--- config.mk ---
export PLATFORM = sky130hd
export DESIGN_NAME = afe_digital_control
export DESIGN_NICKNAME = d
export VERILOG_FILES = /design/src/rtl/afe_pkg.sv /design/src/rtl/afe_digital_control.sv /design/src/rtl/afe_pin_sync.sv /design/src/rtl/afe_sync_gen.sv
export SDC_FILE = /design/constraint.sdc
export NUM_CORES = 1
export LEC_CHECK = 0
export BUFFER_PORTS_ARGS = -buffer_cell sky130_fd_sc_hd__buf_2
export CAP_MARGIN = 40
export CORE_AREA = 2 2 132 134
export CTS_BUF_LIST = sky130_fd_sc_hd__clkbuf_16
export CTS_CLUSTER_DIAMETER = 100
export DETAILED_ROUTE_END_ITERATION = 8
export DIE_AREA = 0 0 134 136
export PLACE_DENSITY = 0.69
export RECOVER_POWER = 25
export REMOVE_ABC_BUFFERS = 1
export SLEW_MARGIN = 20
export SYNTH_ARGS = -nofsm -noshare
export SYNTH_HDL_FRONTEND = slang
export SYNTH_SLANG_ARGS = --single-unit
--- constraint.sdc ---
create_clock -name i_ref_clk -period 6.2 [get_ports i_ref_clk]
set_input_delay 0.62 -clock i_ref_clk [delete_from_list [all_inputs] [get_ports i_ref_clk]]
set_output_delay 0.62 -clock i_ref_clk [all_outputs]
set_load 0.01 [all_outputs]
--- src/rtl/afe_pkg.sv ---
// package: constants, register map and carrier types for the digitiser control block
package afe_pkg;

	// ==========================================================
	// serial frame layout
	localparam int ADDR_W = 6;
	localparam int DATA_W = 8;
	localparam int FRAME_W = ADDR_W + DATA_W;
	localparam int READ_BIT = 4;
	localparam int RB_CNT_W = 4;
	localparam logic [RB_CNT_W-1:0] RB_BITS = 4'h8;

	// ==========================================================
	// register addresses (a4 clear)
	localparam logic [ADDR_W-1:0] ADDR_FORMAT = 6'h01;
	localparam logic [ADDR_W-1:0] ADDR_SYNC = 6'h02;
	localparam logic [ADDR_W-1:0] ADDR_SOFT_RESET = 6'h04;

	// format register fields
	localparam int FMT_BLACK_LSB = 0;
	localparam int FMT_INVERT_BIT = 2;
	localparam int FMT_FORMAT_LSB = 3;
	localparam int FMT_LATENCY_LSB = 5;
	// sync register fields
	localparam int SYN_DETECT_BIT = 0;
	localparam int SYN_POL_BIT = 1;
	localparam int SYN_LAG_LSB = 2;

	localparam logic [DATA_W-1:0] FORMAT_RESET = 8'h00;
	localparam logic [DATA_W-1:0] SYNC_RESET = 8'h00;

	// ==========================================================
	// datapath constants
	localparam int CODE_W = 16;
	localparam int RAW_W = 18;
	localparam int SUM_W = 19;
	localparam logic [CODE_W-1:0] CODE_MAX = 16'hFFFF;
	localparam logic [CODE_W-1:0] BLACK_FULL = 16'hFFFF;
	localparam logic [CODE_W-1:0] BLACK_MID = 16'h7FFF;
	localparam logic [CODE_W-1:0] BLACK_ZERO = 16'h0000;
	localparam logic [1:0] BLACK_SEL_FULL = 2'h2;
	localparam logic [1:0] BLACK_SEL_ZERO = 2'h3;
	localparam logic [1:0] FORMAT_NIBBLE = 2'h3;
	localparam int LAT_DEPTH = 4;

	// input pin indices for the synchroniser bank
	localparam int PIN_SCK = 0;
	localparam int PIN_SDI = 1;
	localparam int PIN_SEN = 2;
	localparam int PIN_PIXEL_SYNC_PULSE = 3;
	localparam int PIN_MCLK = 4;
	localparam int PIN_OEN = 5;
	localparam int PIN_N = 6;

	typedef struct packed {
		logic [1:0] adc_black_level_sel;
		logic output_invert;
		logic [1:0] output_format_sel;
		logic [1:0] output_latency_sel;
		logic sync_edge_detect_en;
		logic sync_edge_polarity;
		logic [2:0] sync_lag_count;
	} afe_cfg_s;

	typedef enum logic [1:0] {
		PH_A,
		PH_B,
		PH_C,
		PH_D
	} afe_phase_e;

endpackage

--- src/rtl/afe_digital_control.sv ---
// digitiser control: serial register port, code conditioning and output multiplexer
`timescale 1ns/1ps
// How it works
// - black select 10 adds full scale, 11 adds zero, 00/01 add mid-range
// - conversion result is a 16-bit unsigned code before polarity change
// - invert bit set outputs 65535 minus code, else code passes unchanged
// - format 00/01/10 sends high then low byte; 11 sends nibbles on upper lines
// - nibble order is bits 15-12, 11-8, 7-4, then 3-0
// - two-bit latency field delays output words relative to pixel sync
// - frame is six address then eight data bits, MSB first, on serial clock rise
// - latch strobe transfers shifted data into the addressed register
// - write frames keep address bit a4 low
// - write to address 000100 resets all registers to defaults
// - a4 set requests read-back of register a4-clear, MSB first on falling edges
// - next frame may shift in while read-back word still shifts out
// - sample taken on first master clock rise after pixel sync falls
// - edge detect mode makes internal pulse from selected sync pin edge
// - internal pulse delayed by three-bit count of master clock periods
// - internal pulse replaces pin pulse; sample on next master clock rise
module afe_digital_control (
	input wire logic i_ref_clk,
	input wire logic i_rst_b,
	input wire logic i_serial_clk,
	input wire logic i_serial_in,
	input wire logic i_serial_latch_strobe,
	input wire logic i_pixel_sync_pulse,
	input wire logic i_master_clk,
	input wire logic i_output_enable_n,
	input wire logic signed [afe_pkg::RAW_W-1:0] i_adc_raw,
	output logic [7:0] o_pixel_out_bus,
	output logic o_pixel_out_oe,
	output logic o_sample_strobe,
	output afe_pkg::afe_cfg_s o_cfg
);

	// ==========================================================
	// pin synchronisers
	logic [afe_pkg::PIN_N-1:0] pin_raw;
	logic [afe_pkg::PIN_N-1:0] pin_lvl;
	logic [afe_pkg::PIN_N-1:0] pin_rise;
	logic [afe_pkg::PIN_N-1:0] pin_fall;

	assign pin_raw[afe_pkg::PIN_SCK] = i_serial_clk;
	assign pin_raw[afe_pkg::PIN_SDI] = i_serial_in;
	assign pin_raw[afe_pkg::PIN_SEN] = i_serial_latch_strobe;
	assign pin_raw[afe_pkg::PIN_PIXEL_SYNC_PULSE] = i_pixel_sync_pulse;
	assign pin_raw[afe_pkg::PIN_MCLK] = i_master_clk;
	assign pin_raw[afe_pkg::PIN_OEN] = i_output_enable_n;

	genvar gi;
	generate
		for (gi = 0; gi < afe_pkg::PIN_N; gi++) begin : g_pin
			afe_pin_sync u_sync (
				.i_ref_clk(i_ref_clk),
				.i_rst_b(i_rst_b),
				.i_pin(pin_raw[gi]),
				.o_level(pin_lvl[gi]),
				.o_rise(pin_rise[gi]),
				.o_fall(pin_fall[gi])
			);
		end
	endgenerate

	logic sck_rise;
	logic sck_fall;
	logic sen_rise;
	logic mclk_rise;

	assign sck_rise = pin_rise[afe_pkg::PIN_SCK];
	assign sck_fall = pin_fall[afe_pkg::PIN_SCK];
	assign sen_rise = pin_rise[afe_pkg::PIN_SEN];
	assign mclk_rise = pin_rise[afe_pkg::PIN_MCLK];

	// ==========================================================
	// serial shift-in
	logic [afe_pkg::FRAME_W-1:0] shift_q;
	logic [afe_pkg::ADDR_W-1:0] frame_addr;
	logic [afe_pkg::DATA_W-1:0] frame_data;
	logic [afe_pkg::ADDR_W-1:0] reg_addr;
	logic frame_read;
	logic do_write;
	logic do_reset;
	logic do_read;

	always_ff @(posedge i_ref_clk or negedge i_rst_b) begin
		if (!i_rst_b) begin
			shift_q <= '0;
		end else if (sck_rise) begin
			shift_q <= {shift_q[afe_pkg::FRAME_W-2:0], pin_lvl[afe_pkg::PIN_SDI]};
		end
	end

	assign frame_addr = shift_q[afe_pkg::FRAME_W-1:afe_pkg::DATA_W];
	assign frame_data = shift_q[afe_pkg::DATA_W-1:0];
	assign frame_read = frame_addr[afe_pkg::READ_BIT];
	always_comb begin
		reg_addr = frame_addr;
		reg_addr[afe_pkg::READ_BIT] = 1'b0;
	end
	assign do_write = sen_rise & ~frame_read;
	assign do_reset = do_write & (frame_addr == afe_pkg::ADDR_SOFT_RESET);
	assign do_read = sen_rise & frame_read;

	// ==========================================================
	// control registers
	logic [afe_pkg::DATA_W-1:0] fmt_q;
	logic [afe_pkg::DATA_W-1:0] syn_q;

	always_ff @(posedge i_ref_clk or negedge i_rst_b) begin
		if (!i_rst_b) begin
			fmt_q <= afe_pkg::FORMAT_RESET;
			syn_q <= afe_pkg::SYNC_RESET;
		end else if (do_reset) begin
			fmt_q <= afe_pkg::FORMAT_RESET;
			syn_q <= afe_pkg::SYNC_RESET;
		end else if (do_write) begin
			if (frame_addr == afe_pkg::ADDR_FORMAT) begin
				fmt_q <= frame_data;
			end else if (frame_addr == afe_pkg::ADDR_SYNC) begin
				syn_q <= frame_data;
			end
		end
	end

	afe_pkg::afe_cfg_s cfg;

	always_comb begin
		cfg.adc_black_level_sel = fmt_q[afe_pkg::FMT_BLACK_LSB +: 2];
		cfg.output_invert = fmt_q[afe_pkg::FMT_INVERT_BIT];
		cfg.output_format_sel = fmt_q[afe_pkg::FMT_FORMAT_LSB +: 2];
		cfg.output_latency_sel = fmt_q[afe_pkg::FMT_LATENCY_LSB +: 2];
		cfg.sync_edge_detect_en = syn_q[afe_pkg::SYN_DETECT_BIT];
		cfg.sync_edge_polarity = syn_q[afe_pkg::SYN_POL_BIT];
		cfg.sync_lag_count = syn_q[afe_pkg::SYN_LAG_LSB +: 3];
	end

	assign o_cfg = cfg;

	// ==========================================================
	// read-back shifter, runs alongside shift-in
	logic [afe_pkg::DATA_W-1:0] rb_q;
	logic [afe_pkg::RB_CNT_W-1:0] rb_cnt_q;
	logic rb_active;
	logic [afe_pkg::DATA_W-1:0] rb_value;

	always_comb begin
		if (reg_addr == afe_pkg::ADDR_FORMAT) begin
			rb_value = fmt_q;
		end else if (reg_addr == afe_pkg::ADDR_SYNC) begin
			rb_value = syn_q;
		end else begin
			rb_value = '0;
		end
	end

	always_ff @(posedge i_ref_clk or negedge i_rst_b) begin
		if (!i_rst_b) begin
			rb_q <= '0;
			rb_cnt_q <= '0;
		end else if (do_read) begin
			rb_q <= rb_value;
			rb_cnt_q <= afe_pkg::RB_BITS;
		end else if (sck_fall && rb_cnt_q != '0) begin
			rb_q <= {rb_q[afe_pkg::DATA_W-2:0], 1'b0};
			rb_cnt_q <= rb_cnt_q - 4'h1;
		end
	end

	assign rb_active = (rb_cnt_q != '0);

	// ==========================================================
	// sampling strobe
	logic sample;

	afe_sync_gen u_sync_gen (
		.i_ref_clk(i_ref_clk),
		.i_rst_b(i_rst_b),
		.i_mclk_rise(mclk_rise),
		.i_pixel_sync_pulse_rise(pin_rise[afe_pkg::PIN_PIXEL_SYNC_PULSE]),
		.i_pixel_sync_pulse_fall(pin_fall[afe_pkg::PIN_PIXEL_SYNC_PULSE]),
		.i_detect_en(cfg.sync_edge_detect_en),
		.i_polarity(cfg.sync_edge_polarity),
		.i_lag(cfg.sync_lag_count),
		.o_sample(sample)
	);

	assign o_sample_strobe = sample;

	// ==========================================================
	// code conditioning: black level, saturation, invert
	localparam int SUM_W = afe_pkg::SUM_W;
	logic [afe_pkg::CODE_W-1:0] black_off;
	logic signed [afe_pkg::SUM_W-1:0] sum;
	logic [afe_pkg::CODE_W-1:0] code_d1;
	logic [afe_pkg::CODE_W-1:0] code_d2;

	always_comb begin
		if (cfg.adc_black_level_sel == afe_pkg::BLACK_SEL_FULL) begin
			black_off = afe_pkg::BLACK_FULL;
		end else if (cfg.adc_black_level_sel == afe_pkg::BLACK_SEL_ZERO) begin
			black_off = afe_pkg::BLACK_ZERO;
		end else begin
			black_off = afe_pkg::BLACK_MID;
		end
	end

	assign sum = SUM_W'(i_adc_raw) + $signed({3'h0, black_off});

	always_comb begin
		if (sum < 0) begin
			code_d1 = '0;
		end else if (sum > $signed({3'h0, afe_pkg::CODE_MAX})) begin
			code_d1 = afe_pkg::CODE_MAX;
		end else begin
			code_d1 = sum[afe_pkg::CODE_W-1:0];
		end
	end

	assign code_d2 = cfg.output_invert ? (afe_pkg::CODE_MAX - code_d1) : code_d1;

	// ==========================================================
	// latency pipeline in sample periods
	logic [afe_pkg::CODE_W-1:0] lat_q [afe_pkg::LAT_DEPTH];
	logic [afe_pkg::CODE_W-1:0] lat_word;

	always_ff @(posedge i_ref_clk or negedge i_rst_b) begin
		if (!i_rst_b) begin
			for (int k = 0; k < afe_pkg::LAT_DEPTH; k++) begin
				lat_q[k] <= '0;
			end
		end else if (sample) begin
			lat_q[0] <= code_d2;
			for (int k = 1; k < afe_pkg::LAT_DEPTH; k++) begin
				lat_q[k] <= lat_q[k-1];
			end
		end
	end

	always_comb begin
		if (cfg.output_latency_sel == 2'h0) begin
			lat_word = code_d2;
		end else begin
			lat_word = lat_q[cfg.output_latency_sel - 2'h1];
		end
	end

	// ==========================================================
	// output word multiplexer
	logic [afe_pkg::CODE_W-1:0] word_q;
	afe_pkg::afe_phase_e phase_q;
	logic nibble;
	logic [7:0] bus_d;

	assign nibble = (cfg.output_format_sel == afe_pkg::FORMAT_NIBBLE);

	always_ff @(posedge i_ref_clk or negedge i_rst_b) begin
		if (!i_rst_b) begin
			word_q <= '0;
			phase_q <= afe_pkg::PH_A;
		end else if (sample) begin
			word_q <= lat_word;
			phase_q <= afe_pkg::PH_A;
		end else if (mclk_rise) begin
			case (phase_q)
				afe_pkg::PH_A: begin
					phase_q <= afe_pkg::PH_B;
				end
				afe_pkg::PH_B: begin
					phase_q <= nibble ? afe_pkg::PH_C : afe_pkg::PH_B;
				end
				afe_pkg::PH_C: begin
					phase_q <= afe_pkg::PH_D;
				end
				default: begin
					phase_q <= afe_pkg::PH_D;
				end
			endcase
		end
	end

	always_comb begin
		bus_d = '0;
		if (nibble) begin
			case (phase_q)
				afe_pkg::PH_A: bus_d[7:4] = word_q[15:12];
				afe_pkg::PH_B: bus_d[7:4] = word_q[11:8];
				afe_pkg::PH_C: bus_d[7:4] = word_q[7:4];
				default: bus_d[7:4] = word_q[3:0];
			endcase
		end else if (phase_q == afe_pkg::PH_A) begin
			bus_d = word_q[15:8];
		end else begin
			bus_d = word_q[7:0];
		end
		if (rb_active) begin
			bus_d[7] = rb_q[afe_pkg::DATA_W-1];
		end
	end

	always_ff @(posedge i_ref_clk or negedge i_rst_b) begin
		if (!i_rst_b) begin
			o_pixel_out_bus <= '0;
			o_pixel_out_oe <= 1'b0;
		end else begin
			o_pixel_out_bus <= bus_d;
			o_pixel_out_oe <= ~pin_lvl[afe_pkg::PIN_OEN];
		end
	end

endmodule

--- src/rtl/afe_pin_sync.sv ---
// two-flop synchroniser with edge detection for one external pin
`timescale 1ns/1ps
module afe_pin_sync (
	input wire logic i_ref_clk,
	input wire logic i_rst_b,
	input wire logic i_pin,
	output logic o_level,
	output logic o_rise,
	output logic o_fall
);

	logic meta_q;
	logic sync_q;
	logic last_q;

	always_ff @(posedge i_ref_clk or negedge i_rst_b) begin
		if (!i_rst_b) begin
			meta_q <= 1'b0;
			sync_q <= 1'b0;
			last_q <= 1'b0;
		end else begin
			meta_q <= i_pin;
			sync_q <= meta_q;
			last_q <= sync_q;
		end
	end

	assign o_level = sync_q;
	assign o_rise = sync_q & ~last_q;
	assign o_fall = ~sync_q & last_q;

endmodule

--- src/rtl/afe_sync_gen.sv ---
// sampling strobe generator: pin sync pulse or detected edge with lag
`timescale 1ns/1ps
module afe_sync_gen (
	input wire logic i_ref_clk,
	input wire logic i_rst_b,
	input wire logic i_mclk_rise,
	input wire logic i_pixel_sync_pulse_rise,
	input wire logic i_pixel_sync_pulse_fall,
	input wire logic i_detect_en,
	input wire logic i_polarity,
	input wire logic [2:0] i_lag,
	output logic o_sample
);

	logic armed_q;
	logic [2:0] lag_q;
	logic pend_q;
	logic edge_hit;
	logic int_pulse;

	assign edge_hit = i_detect_en & (i_polarity ? i_pixel_sync_pulse_rise : i_pixel_sync_pulse_fall);

	// ==========================================================
	// lag counter in master clock periods
	always_ff @(posedge i_ref_clk or negedge i_rst_b) begin
		if (!i_rst_b) begin
			armed_q <= 1'b0;
			lag_q <= 3'h0;
		end else if (edge_hit && i_lag != 3'h0) begin
			armed_q <= 1'b1;
			lag_q <= i_lag;
		end else if (armed_q && i_mclk_rise) begin
			lag_q <= lag_q - 3'h1;
			if (lag_q == 3'h1) begin
				armed_q <= 1'b0;
			end
		end
	end

	assign int_pulse = (edge_hit && i_lag == 3'h0) ||
		(armed_q && i_mclk_rise && lag_q == 3'h1);

	// ==========================================================
	// sample on the first master clock rise after the pulse ends
	always_ff @(posedge i_ref_clk or negedge i_rst_b) begin
		if (!i_rst_b) begin
			pend_q <= 1'b0;
		end else if (i_detect_en ? int_pulse : i_pixel_sync_pulse_fall) begin
			pend_q <= 1'b1;
		end else if (i_mclk_rise) begin
			pend_q <= 1'b0;
		end
	end

	assign o_sample = pend_q & i_mclk_rise;

endmodule

==> results.md, run 1 <==
- P_leak: 4.302 nW
- Port bufs: 47
- Clock share of power: 25.9%
- M1 GR Usage: 29.92%
- Total wire length: 17.53 mm
- Core Region: 16880 um2
- Comb pwr share: a little over a third
- Die ar.: 18220 um2
- HP Class: input port to register
- GPL Wtd Cong: 0.7896
- Ant. Diodes: 0
- 1st-pass router iterations: 4
- Internal power: 2.832 mW
- Storage element area: 3854 um2
- Outcome: finished, violations left
- Crit path required time: around 6.5 ns
- Max transition margin: -50.49%
- RSZ-0062 raised after global routing: false
- Clock Pin Slew Worst Setup and Hold Paths: roughly 0.070 ns
- # IOs: 48
- Part of the power in registers: 39.3%
- Max-Cap Viols: 1
- Seq/Total Area, Yosys: 47.87%
- DR vias/cell: 5.491
- Final setup viols: 0
- Crit Path Max Fanout: 20
- CP cell instances: nand2_1 -> ha_1 -> o21ai_0 -> o21a_1 -> o21ai_1 -> a21oi_1 -> or4_1 -> nand4_1 -> buf_4 -> o21ai_0 -> xor2_1 -> o21ai_0
- Post-DP HPWL: 11.44 mm
- DRC: 0
- FP Rows: 48
- Netlist cell types: 59
- Worst VDD drop: 246.8 uV
- Die Wd: 134 um
- Cell area after layout: 9094 um2
- YS warnings: 0
- Antenna violations before repair: 0
- Final TNS setup: 0 ns
- Drt wl/cell: 16.53 um
- Final worst path period share: 66.11%
- F_max: 244.0 MHz
- Slowest stage delay, CP: 0.59 ns
- M3 GR Usage: 3.766%
- Switch share: between 30 and 40%
- Clk root buf: clkbuf_16
- Crit path kind: register to register
- GRT Total Usage: roughly 20%
- Most used DFF post-synth: dfrtp_1
- Overflow after GRT: 0
- Vias post-DR: 5826
- H-tree depth: 4
- Syn_area_per_cell: 10.03 um2
- Placed cells: 1028
- Layout cell share with drive strength beyond 1: 17.34%
- Final Util: approximately 54%
- Vias in the first global route: 5566
- Post-synth design cell area: 8050 um2
- Post-synth EDFFs: 0
- Initial Utilization: 47.70%
- Clock tree from TritonCTS: done
- Setup Skew: 0.007878 ns
- Clock Latency Late Sink: 0.43 ns
- Hold Violations, Final: 0
- Fillers: 1480
- Cell Area, Placed: approximately 8400 um2
- Area Growth Syn to Fin: 12.96%
- Post-CTS sizing: 0
- Clock buffer depth: 2
- Post-Layout Cell Count: ~1100
- Fin. max-slew vios: 40
- Slew @ Worst Pin: 2.257 ns
- Arrival time worst endpoint: 4.44 ns
- First-pass GRT wire length: 29.12 mm
- Syn Inst Count: 803
- Startpoint types: register
- Crit-path most repeated cell: o21ai_0
- Hold buffer count at cts: 0
- Post-route ant nets: 0
- Failing checks: capacitance limit, slew limit
- Net switching power: 1.590 mW
- GR Layer Usage met2: 30.48%
- Drt initial violations: 392
- Largest net degree at the start of global routing: between 80 and 90
- Busiest layer in global routing: met2
- Die height: between 100 and 150 um
- Multi-input logic area: 3870 um2
- Setup Fix Bufs, Post-CTS: 0
- Final nets: 873
- CP max-delay cell: ha_1
- PD cells: 486.3 nW/um2
- Tmin final: 4.099 ns
- Synthesis-stage register bit count: between 150 and 200
- Clock sink count: 154
- CP endpoint kind: register
- Asr flop ratio synth: 100.0%
- Cts bufs inserted: 17
[power by group through the flow]
stage | clock network [mW] | registers (mW) | logic (mW)
2_1_floorplan | 0 | 1.71 | 1.08
4_1_cts | 1.16 | 1.73 | 1.54
3_3_place_gp | 0 | 1.74 | 1.48
6_report | 1.14 | 1.74 | 1.54
5_1_grt | 1.20 | 1.80 | 1.72
3_5_place_dp | 0 | 1.75 | 1.53
[registers in the layout, indices dropped and copies added, names as in the netlist, 6 cells and up]
| name | cells |
|---|---|
| lat_q | 64 |
| o_pixel_out_bus | 8 |
| g_pin.u_sync.meta_q | 6 |
| fmt_q | 8 |
| rb_q | 8 |
| word_q | 16 |
| shift_q | 14 |
| syn_q | 8 |
| g_pin.u_sync.o_level | 6 |
[per-layer routing]
metal / vias to the layer above / part of all wire (%)
met5: - / 0
met4: 0 / 1.3
met3: 18 / 3.8
met2: 122 / 46
met1: 2862 / 49
li1: 2824 / -
[placed cells by master (no fill, tap or decap), types with 20 or more instances in the layout]
master   synthesis  final
nand2_1        193    192
dfrtp_1        154    154
o21ai_0         48     48
buf_2            3     47
mux2i_1         41     41
nor2_1          39     39
a21oi_1         22     22
xor2_1          21     21
ha_1            21     21
mux4_2          20     20
[synth_stat cells (9+ instances only)]
cell type,n,share of area (%)
nand2_1,193,9.0
clkbuf_1,34,1.6
ha_1,21,3.3
o22ai_1,17,1.3
o21ai_0,48,3.0
nor3_1,16,0.99
mux2i_1,41,5.1
mux4_2,20,5.6
mux2_2,17,2.4
buf_4,13,1.2
nor2b_1,9,0.70
xor2_1,21,2.3
xnor2_1,10,1.1
nor2_1,39,1.8
inv_1,12,0.56
dfrtp_1,154,48
a21oi_1,22,1.4
[critical path: cells and delay by family (launching register included)]
kind,cells,cell delay (ns)
XOR/XNOR,1,0.17
AND/OR/NAND/NOR,3,1.40
adder cells (fa/ha/maj),1,0.59
flip-flops,1,0.40
buffers and inverters,1,0.42
AO/OA/AOI/OAI,6,1.03
[logic make-up (layout without fill, tap and decap cells)]
family,count (synthesis),in the layout,share of synthesized area (%)
compound gates,138,138,10.68
xor+xnor,31,31,3.373
fa+ha+maj,22,22,3.513
buf+inv,70,103,4.150
flops,154,154,47.87
mux,78,78,13.07
simple gates,310,310,17.35
[per-stage QoR]
stage | worst slack (ns) | power, mW | hold WS, ns
after floorplan | 1.810 | 2.797 | 0.3244
after global placement | 2.287 | 3.218 | 0.3316
after detailed placement | 2.165 | 3.277 | 0.3347
after CTS | 2.128 | 4.436 | 0.09198
after global routing | 1.741 | 4.719 | 0.2822
final | 2.101 | 4.422 | 0.2941
[worst paths after layout]
path / startpoint / end / slack (ns) / cells after the start
worst min-delay path: i_serial_latch_strobe / g_pin[2].u_sync.meta_q / 0.29 / 1
worst min register to register: g_pin[3].u_sync.meta_q / g_pin[3].u_sync.o_level / 0.35 / 0
worst max register to register: fmt_q[0] / lat_q[56] / 2.10 / 12
worst max-delay path: fmt_q[0] / lat_q[56] / 2.10 / 12
min in group asynchronous: i_rst_b / lat_q[40] / 0.85 / 1
max in group asynchronous: i_rst_b / g_pin[0].u_sync.last_q / 3.93 / 3
[cell type report]
cell class | instances | area share, %
Multi-Input combinational cell | 579 | 42.56
Tap cell | 225 | 3.096
Timing Repair Buffer | 61 | 4.389
Clock buffer | 17 | 4.678
Sequential cell | 154 | 42.38
Clock inverter | 13 | 2.408
Inverter | 12 | 0.4953
(Power assumes the default switching activity.)
==> run 2: changes to the inputs <==
--- a/config.mk
+++ b/config.mk
@@ -5,14 +5,15 @@
 export SDC_FILE = /design/constraint.sdc
 export NUM_CORES = 1
 export LEC_CHECK = 0
+export ABC_AREA = 1
 export BUFFER_PORTS_ARGS = -buffer_cell sky130_fd_sc_hd__buf_2
 export CAP_MARGIN = 40
-export CORE_AREA = 2 2 132 134
+export CORE_AREA = 2 2 134 136
 export CTS_BUF_LIST = sky130_fd_sc_hd__clkbuf_16
 export CTS_CLUSTER_DIAMETER = 100
 export DETAILED_ROUTE_END_ITERATION = 8
-export DIE_AREA = 0 0 134 136
-export PLACE_DENSITY = 0.69
+export DIE_AREA = 0 0 136 138
+export PLACE_DENSITY = 0.72
 export RECOVER_POWER = 25
 export REMOVE_ABC_BUFFERS = 1
 export SLEW_MARGIN = 20
==> constraint.sdc (replaced) <==
create_clock -name i_ref_clk -period 3.75 [get_ports i_ref_clk]
set_input_delay 0.375 -clock i_ref_clk [delete_from_list [all_inputs] [get_ports i_ref_clk]]
set_output_delay 0.375 -clock i_ref_clk [all_outputs]
set_load 0.01 [all_outputs]
==> results.md, run 2 <==
- Largest reg by FF count: lat_q
- Outcome: finished, violations left
- Max transition margin: -21.93% (+29 points)
- First-pass GRT wire length: 32.00 mm (+9.9%)
- Hold Violations, Final: 0 (unchanged)
- Cell taking the most area after synthesis: dfrtp_1
- GRT Total Usage: 21.17% (+0.85 points)
- Post-synth top area share: 46.29% (-1.6 points)
- Post-route ant nets: 0 (unchanged)
- Drt wl/cell: 13.72 um (-17%)
- Vias in the first global route: 6444 (+16%)
- Final worst setup slack: 0.9979 ns (-1.104 ns)
- Post-Place Setup Slack: 1.028 ns (-1.137 ns)
- CP cell instances: nand2_1 -> buf_4 -> ha_1 -> fa_1 -> nand2_1 -> nand2_1 -> nand3_1 -> nand2_2 -> nand3_2 -> nand3b_1 -> nand2_4 -> nand3_1 -> nand3_1 -> nand3_1 -> nand2_1 -> nand2_1
- PD cells: 709.5 nW/um2 (+46%)
- GPL Wtd Cong: 0.8916 (+13%)
- Failing checks: capacitance limit, slew limit
- R2R Path Start: fmt_q[0]
- Commonest non-fill, non-tap cell in the layout: nand2_1
- Highest-count cells in the layout ignoring fill and taps: nand2_1 (368), dfrtp_1 (154), inv_1 (133), o21ai_0 (125), nand3_1 (73)
- Fin. max-slew vios: 72 (+80%)
- Biggest regs: lat_q x64, word_q x16, shift_q x14
- Crit path kind: register to register
- Cts bufs inserted: 17 (unchanged)
- Synth top area cells: dfrtp_1 (46%), nand2_1 (17%), o21ai_0 (7.5%)
- Worst VDD drop: 400.3 uV (+62%)
- FP Rows: 49 (+2.1%)
- Crit path required time: 4.07 ns (-2.47 ns)
- DRC: 0 (unchanged)
- Syn Inst Count: 1109 (+38%)
- Slew @ Worst Pin: 1.829 ns (-0.4284 ns)
- Final worst path period share: 73.39% (+7.3 points)
- Arrival time worst endpoint: 3.07 ns (-1.37 ns)
- Syn_area_per_cell: 7.506 um2 (-25%)
- Cell Area, Placed: 8683 um2 (+3.5%)
- Synth Area in XOR/XNOR: 1.052% (-2.3 points)
- Clock Latency Late Sink: 0.43 ns (about the same)
- Largest register FFs: 64 (unchanged)
- Netlist cell types: 36 (-39%)
- Startpoint types: register
- Final setup viols: 0 (unchanged)
- Fillers: 1651 (+12%)
- Largest net degree at the start of global routing: 73 (-16%)
- Slowest stage delay, CP: 0.40 ns (-0.19 ns)
- P_leak: 4.698 nW (+9.2%)
- Layout cell share with drive strength beyond 1: 9.782% (-7.6 points)
- Compound-cell area share of the yosys netlist: 12.64% (+2.0 points)
- Critical path buffer and inverter count: 1 (unchanged)
- Clock tree from TritonCTS: done
- Clock sink count: 154 (unchanged)
- Synthesis-stage register bit count: 154 (unchanged)
- Ant. Diodes: 0 (unchanged)
- Post-synth EDFFs: 0 (unchanged)
- Post-synthesis mux area share: 0% (-13 points)
- Post-DP HPWL: 12.71 mm (+11%)
- Die ar.: 18770 um2 (+3.0%)
- Initial Utilization: 47.47% (-0.23 points)
- Setup Fix Bufs, Post-CTS: 0 (unchanged)
- HP Class: input port to register
- Max-Cap Viols: 1 (unchanged)
- Area Growth Syn to Fin: 11.63%
- Clock buffer depth: 2 (unchanged)
- Adder-cell area share of the yosys netlist: 3.397% (-0.12 points)
- YS warnings: 0 (unchanged)
- Vias post-DR: 7110 (+22%)
- CP endpoint kind: register
- Clock Pin Slew Worst Setup and Hold Paths: 0.07 ns (about the same)
- Port bufs: 47 (unchanged)
- # IOs: 48 (unchanged)
- CP startpoint: fmt_q[0]
- Top-count cell post-synth: nand2_1
- Die height: 138 um (+1.5%)
- F_max: 363.4 MHz (+49%)
- Final nets: 1180 (+35%)
- 1st-pass router iterations: 5 (+1)
- Crit Path Max Fanout: 17 (-15%)
- Drt initial violations: 589 (+50%)
- Asr flop ratio synth: 100.0% (unchanged)
- Total wire length: 18.86 mm (+7.5%)
- Crit-path most repeated cell: nand2_1
- Cell area after layout: 9293 um2 (+2.2%)
- Final Util: 53.00% (-0.89 points)
- RSZ-0062 raised after global routing: false
- DR vias/cell: 5.175 (-5.8%)
- Clk root buf: clkbuf_16
- Core Region: 17530 um2 (+3.9%)
- Seq/Total Area, Yosys: 46.29% (-1.6 points)
- Combinational family with the most area after synthesis: simple AND/OR/NAND/NOR gates
- Top delay family on crit path: simple AND/OR/NAND/NOR gates
- Most instantiated cells after synthesis: nand2_1 (368), dfrtp_1 (154), inv_1 (133)
- Most used DFF post-synth: dfrtp_1
- CP max-delay cell: dfrtp_1
- Tmin final: 2.752 ns (-1.346 ns)
- H-tree depth: 4 (unchanged)
- Synth Area in Simple Gates: 27.03% (+9.7 points)
- Die Wd: 136 um (+1.5%)
- Antenna violations before repair: 0 (unchanged)
- Setup Skew: 0.008146 ns (+0.0002685 ns)
- Post-synth design cell area: 8324 um2 (+3.4%)
- Worst hold start: i_serial_clk
- Overflow after GRT: 0 (unchanged)
run 2: changes by cell type after synthesis, moves of 10 or more:
cell	change
nand2_1	+175
inv_1	+121
o21ai_0	+77
nand3_1	+66
mux2i_1	-41
a21oi_1	+31
mux4_2	-20
xor2_1	-19
mux2_2	-17
nand3_2	+13
nor2_1	+11
nor3_1	-10
run 2: logic make-up (layout without fill, tap and decap cells):
group,count (synthesis),count (layout)
and+or+nand+nor,531,531
AOI/OAI and AO/OA,201,201
buffers and inverters,191,227
DFF,154,154
adders and majority gates,22,22
xor gates and xnor gates,10,10
run 2: worst register-to-register path, delay by kind of cell (launching register included):
kind | cells | cell delay [ns]
fa+ha+maj | 2 | 0.64
buf+inv | 1 | 0.20
simple gates | 13 | 1.41
flops | 1 | 0.40
run 2: layout make-up:
type | count | area, um2 | area share, %
clock inverter | 15 | 180.2 | 1.939
tap | 229 | 286.5 | 3.083
sequential | 154 | 3854 | 41.47
timing repair buffer | 58 | 352.8 | 3.797
multi-input combinational | 764 | 3680 | 39.60
inverter | 137 | 514.2 | 5.534
clock buffer | 17 | 425.4 | 4.578
run 2: per-layer routing:
layer	vias up	track usage, %	routed length, um
li1	3596	-	-
met1	3321	31.12	9212
met2	167	31.53	8526
met3	26	4.034	809
met4	0	6.963	308
met5	-	0	0
run 2: power by group:
| part | total [mW] | switching (mW) | internal [mW] |
|---|---|---|---|
| sequential | 2.57 | 0.337 | 2.24 |
| clock | 1.77 | 0.763 | 1.01 |
| combinational | 2.25 | 1.46 | 0.787 |
run 2: repair_timing:
item / in CTS / in global routing
endpoints found under the hold margin: 70 / 0
resized for setup: 0 / 0
setup endpoints to repair: 0 / 0
hold buffers: 1 / 0
run 2: stage by stage:
stage                     power, mW  TNS (ns)  hold slack [ns]  std cells
final                         6.593         0          0.04096       1374
after global routing          7.088         0          0.03755       1374
after CTS                     6.618         0          0.01901       1374
after detailed placement      4.822         0           0.3355       1341
after global placement        4.757         0           0.3317       1340
after floorplan               4.130    -66.48          0.07941       1055
run 2: final timing paths:
check / endpoint / slack [ns] / depth (start not counted)
min in group asynchronous: lat_q[29] / 0.94 / 2
min: g_pin[0].u_sync.meta_q / 0.04 / 1
min reg2reg: g_pin[2].u_sync.o_level / 0.35 / 0
max in group asynchronous: o_pixel_out_oe / 1.55 / 3
max: word_q[1] / 1.0 / 16
max reg2reg: word_q[1] / 1.0 / 16
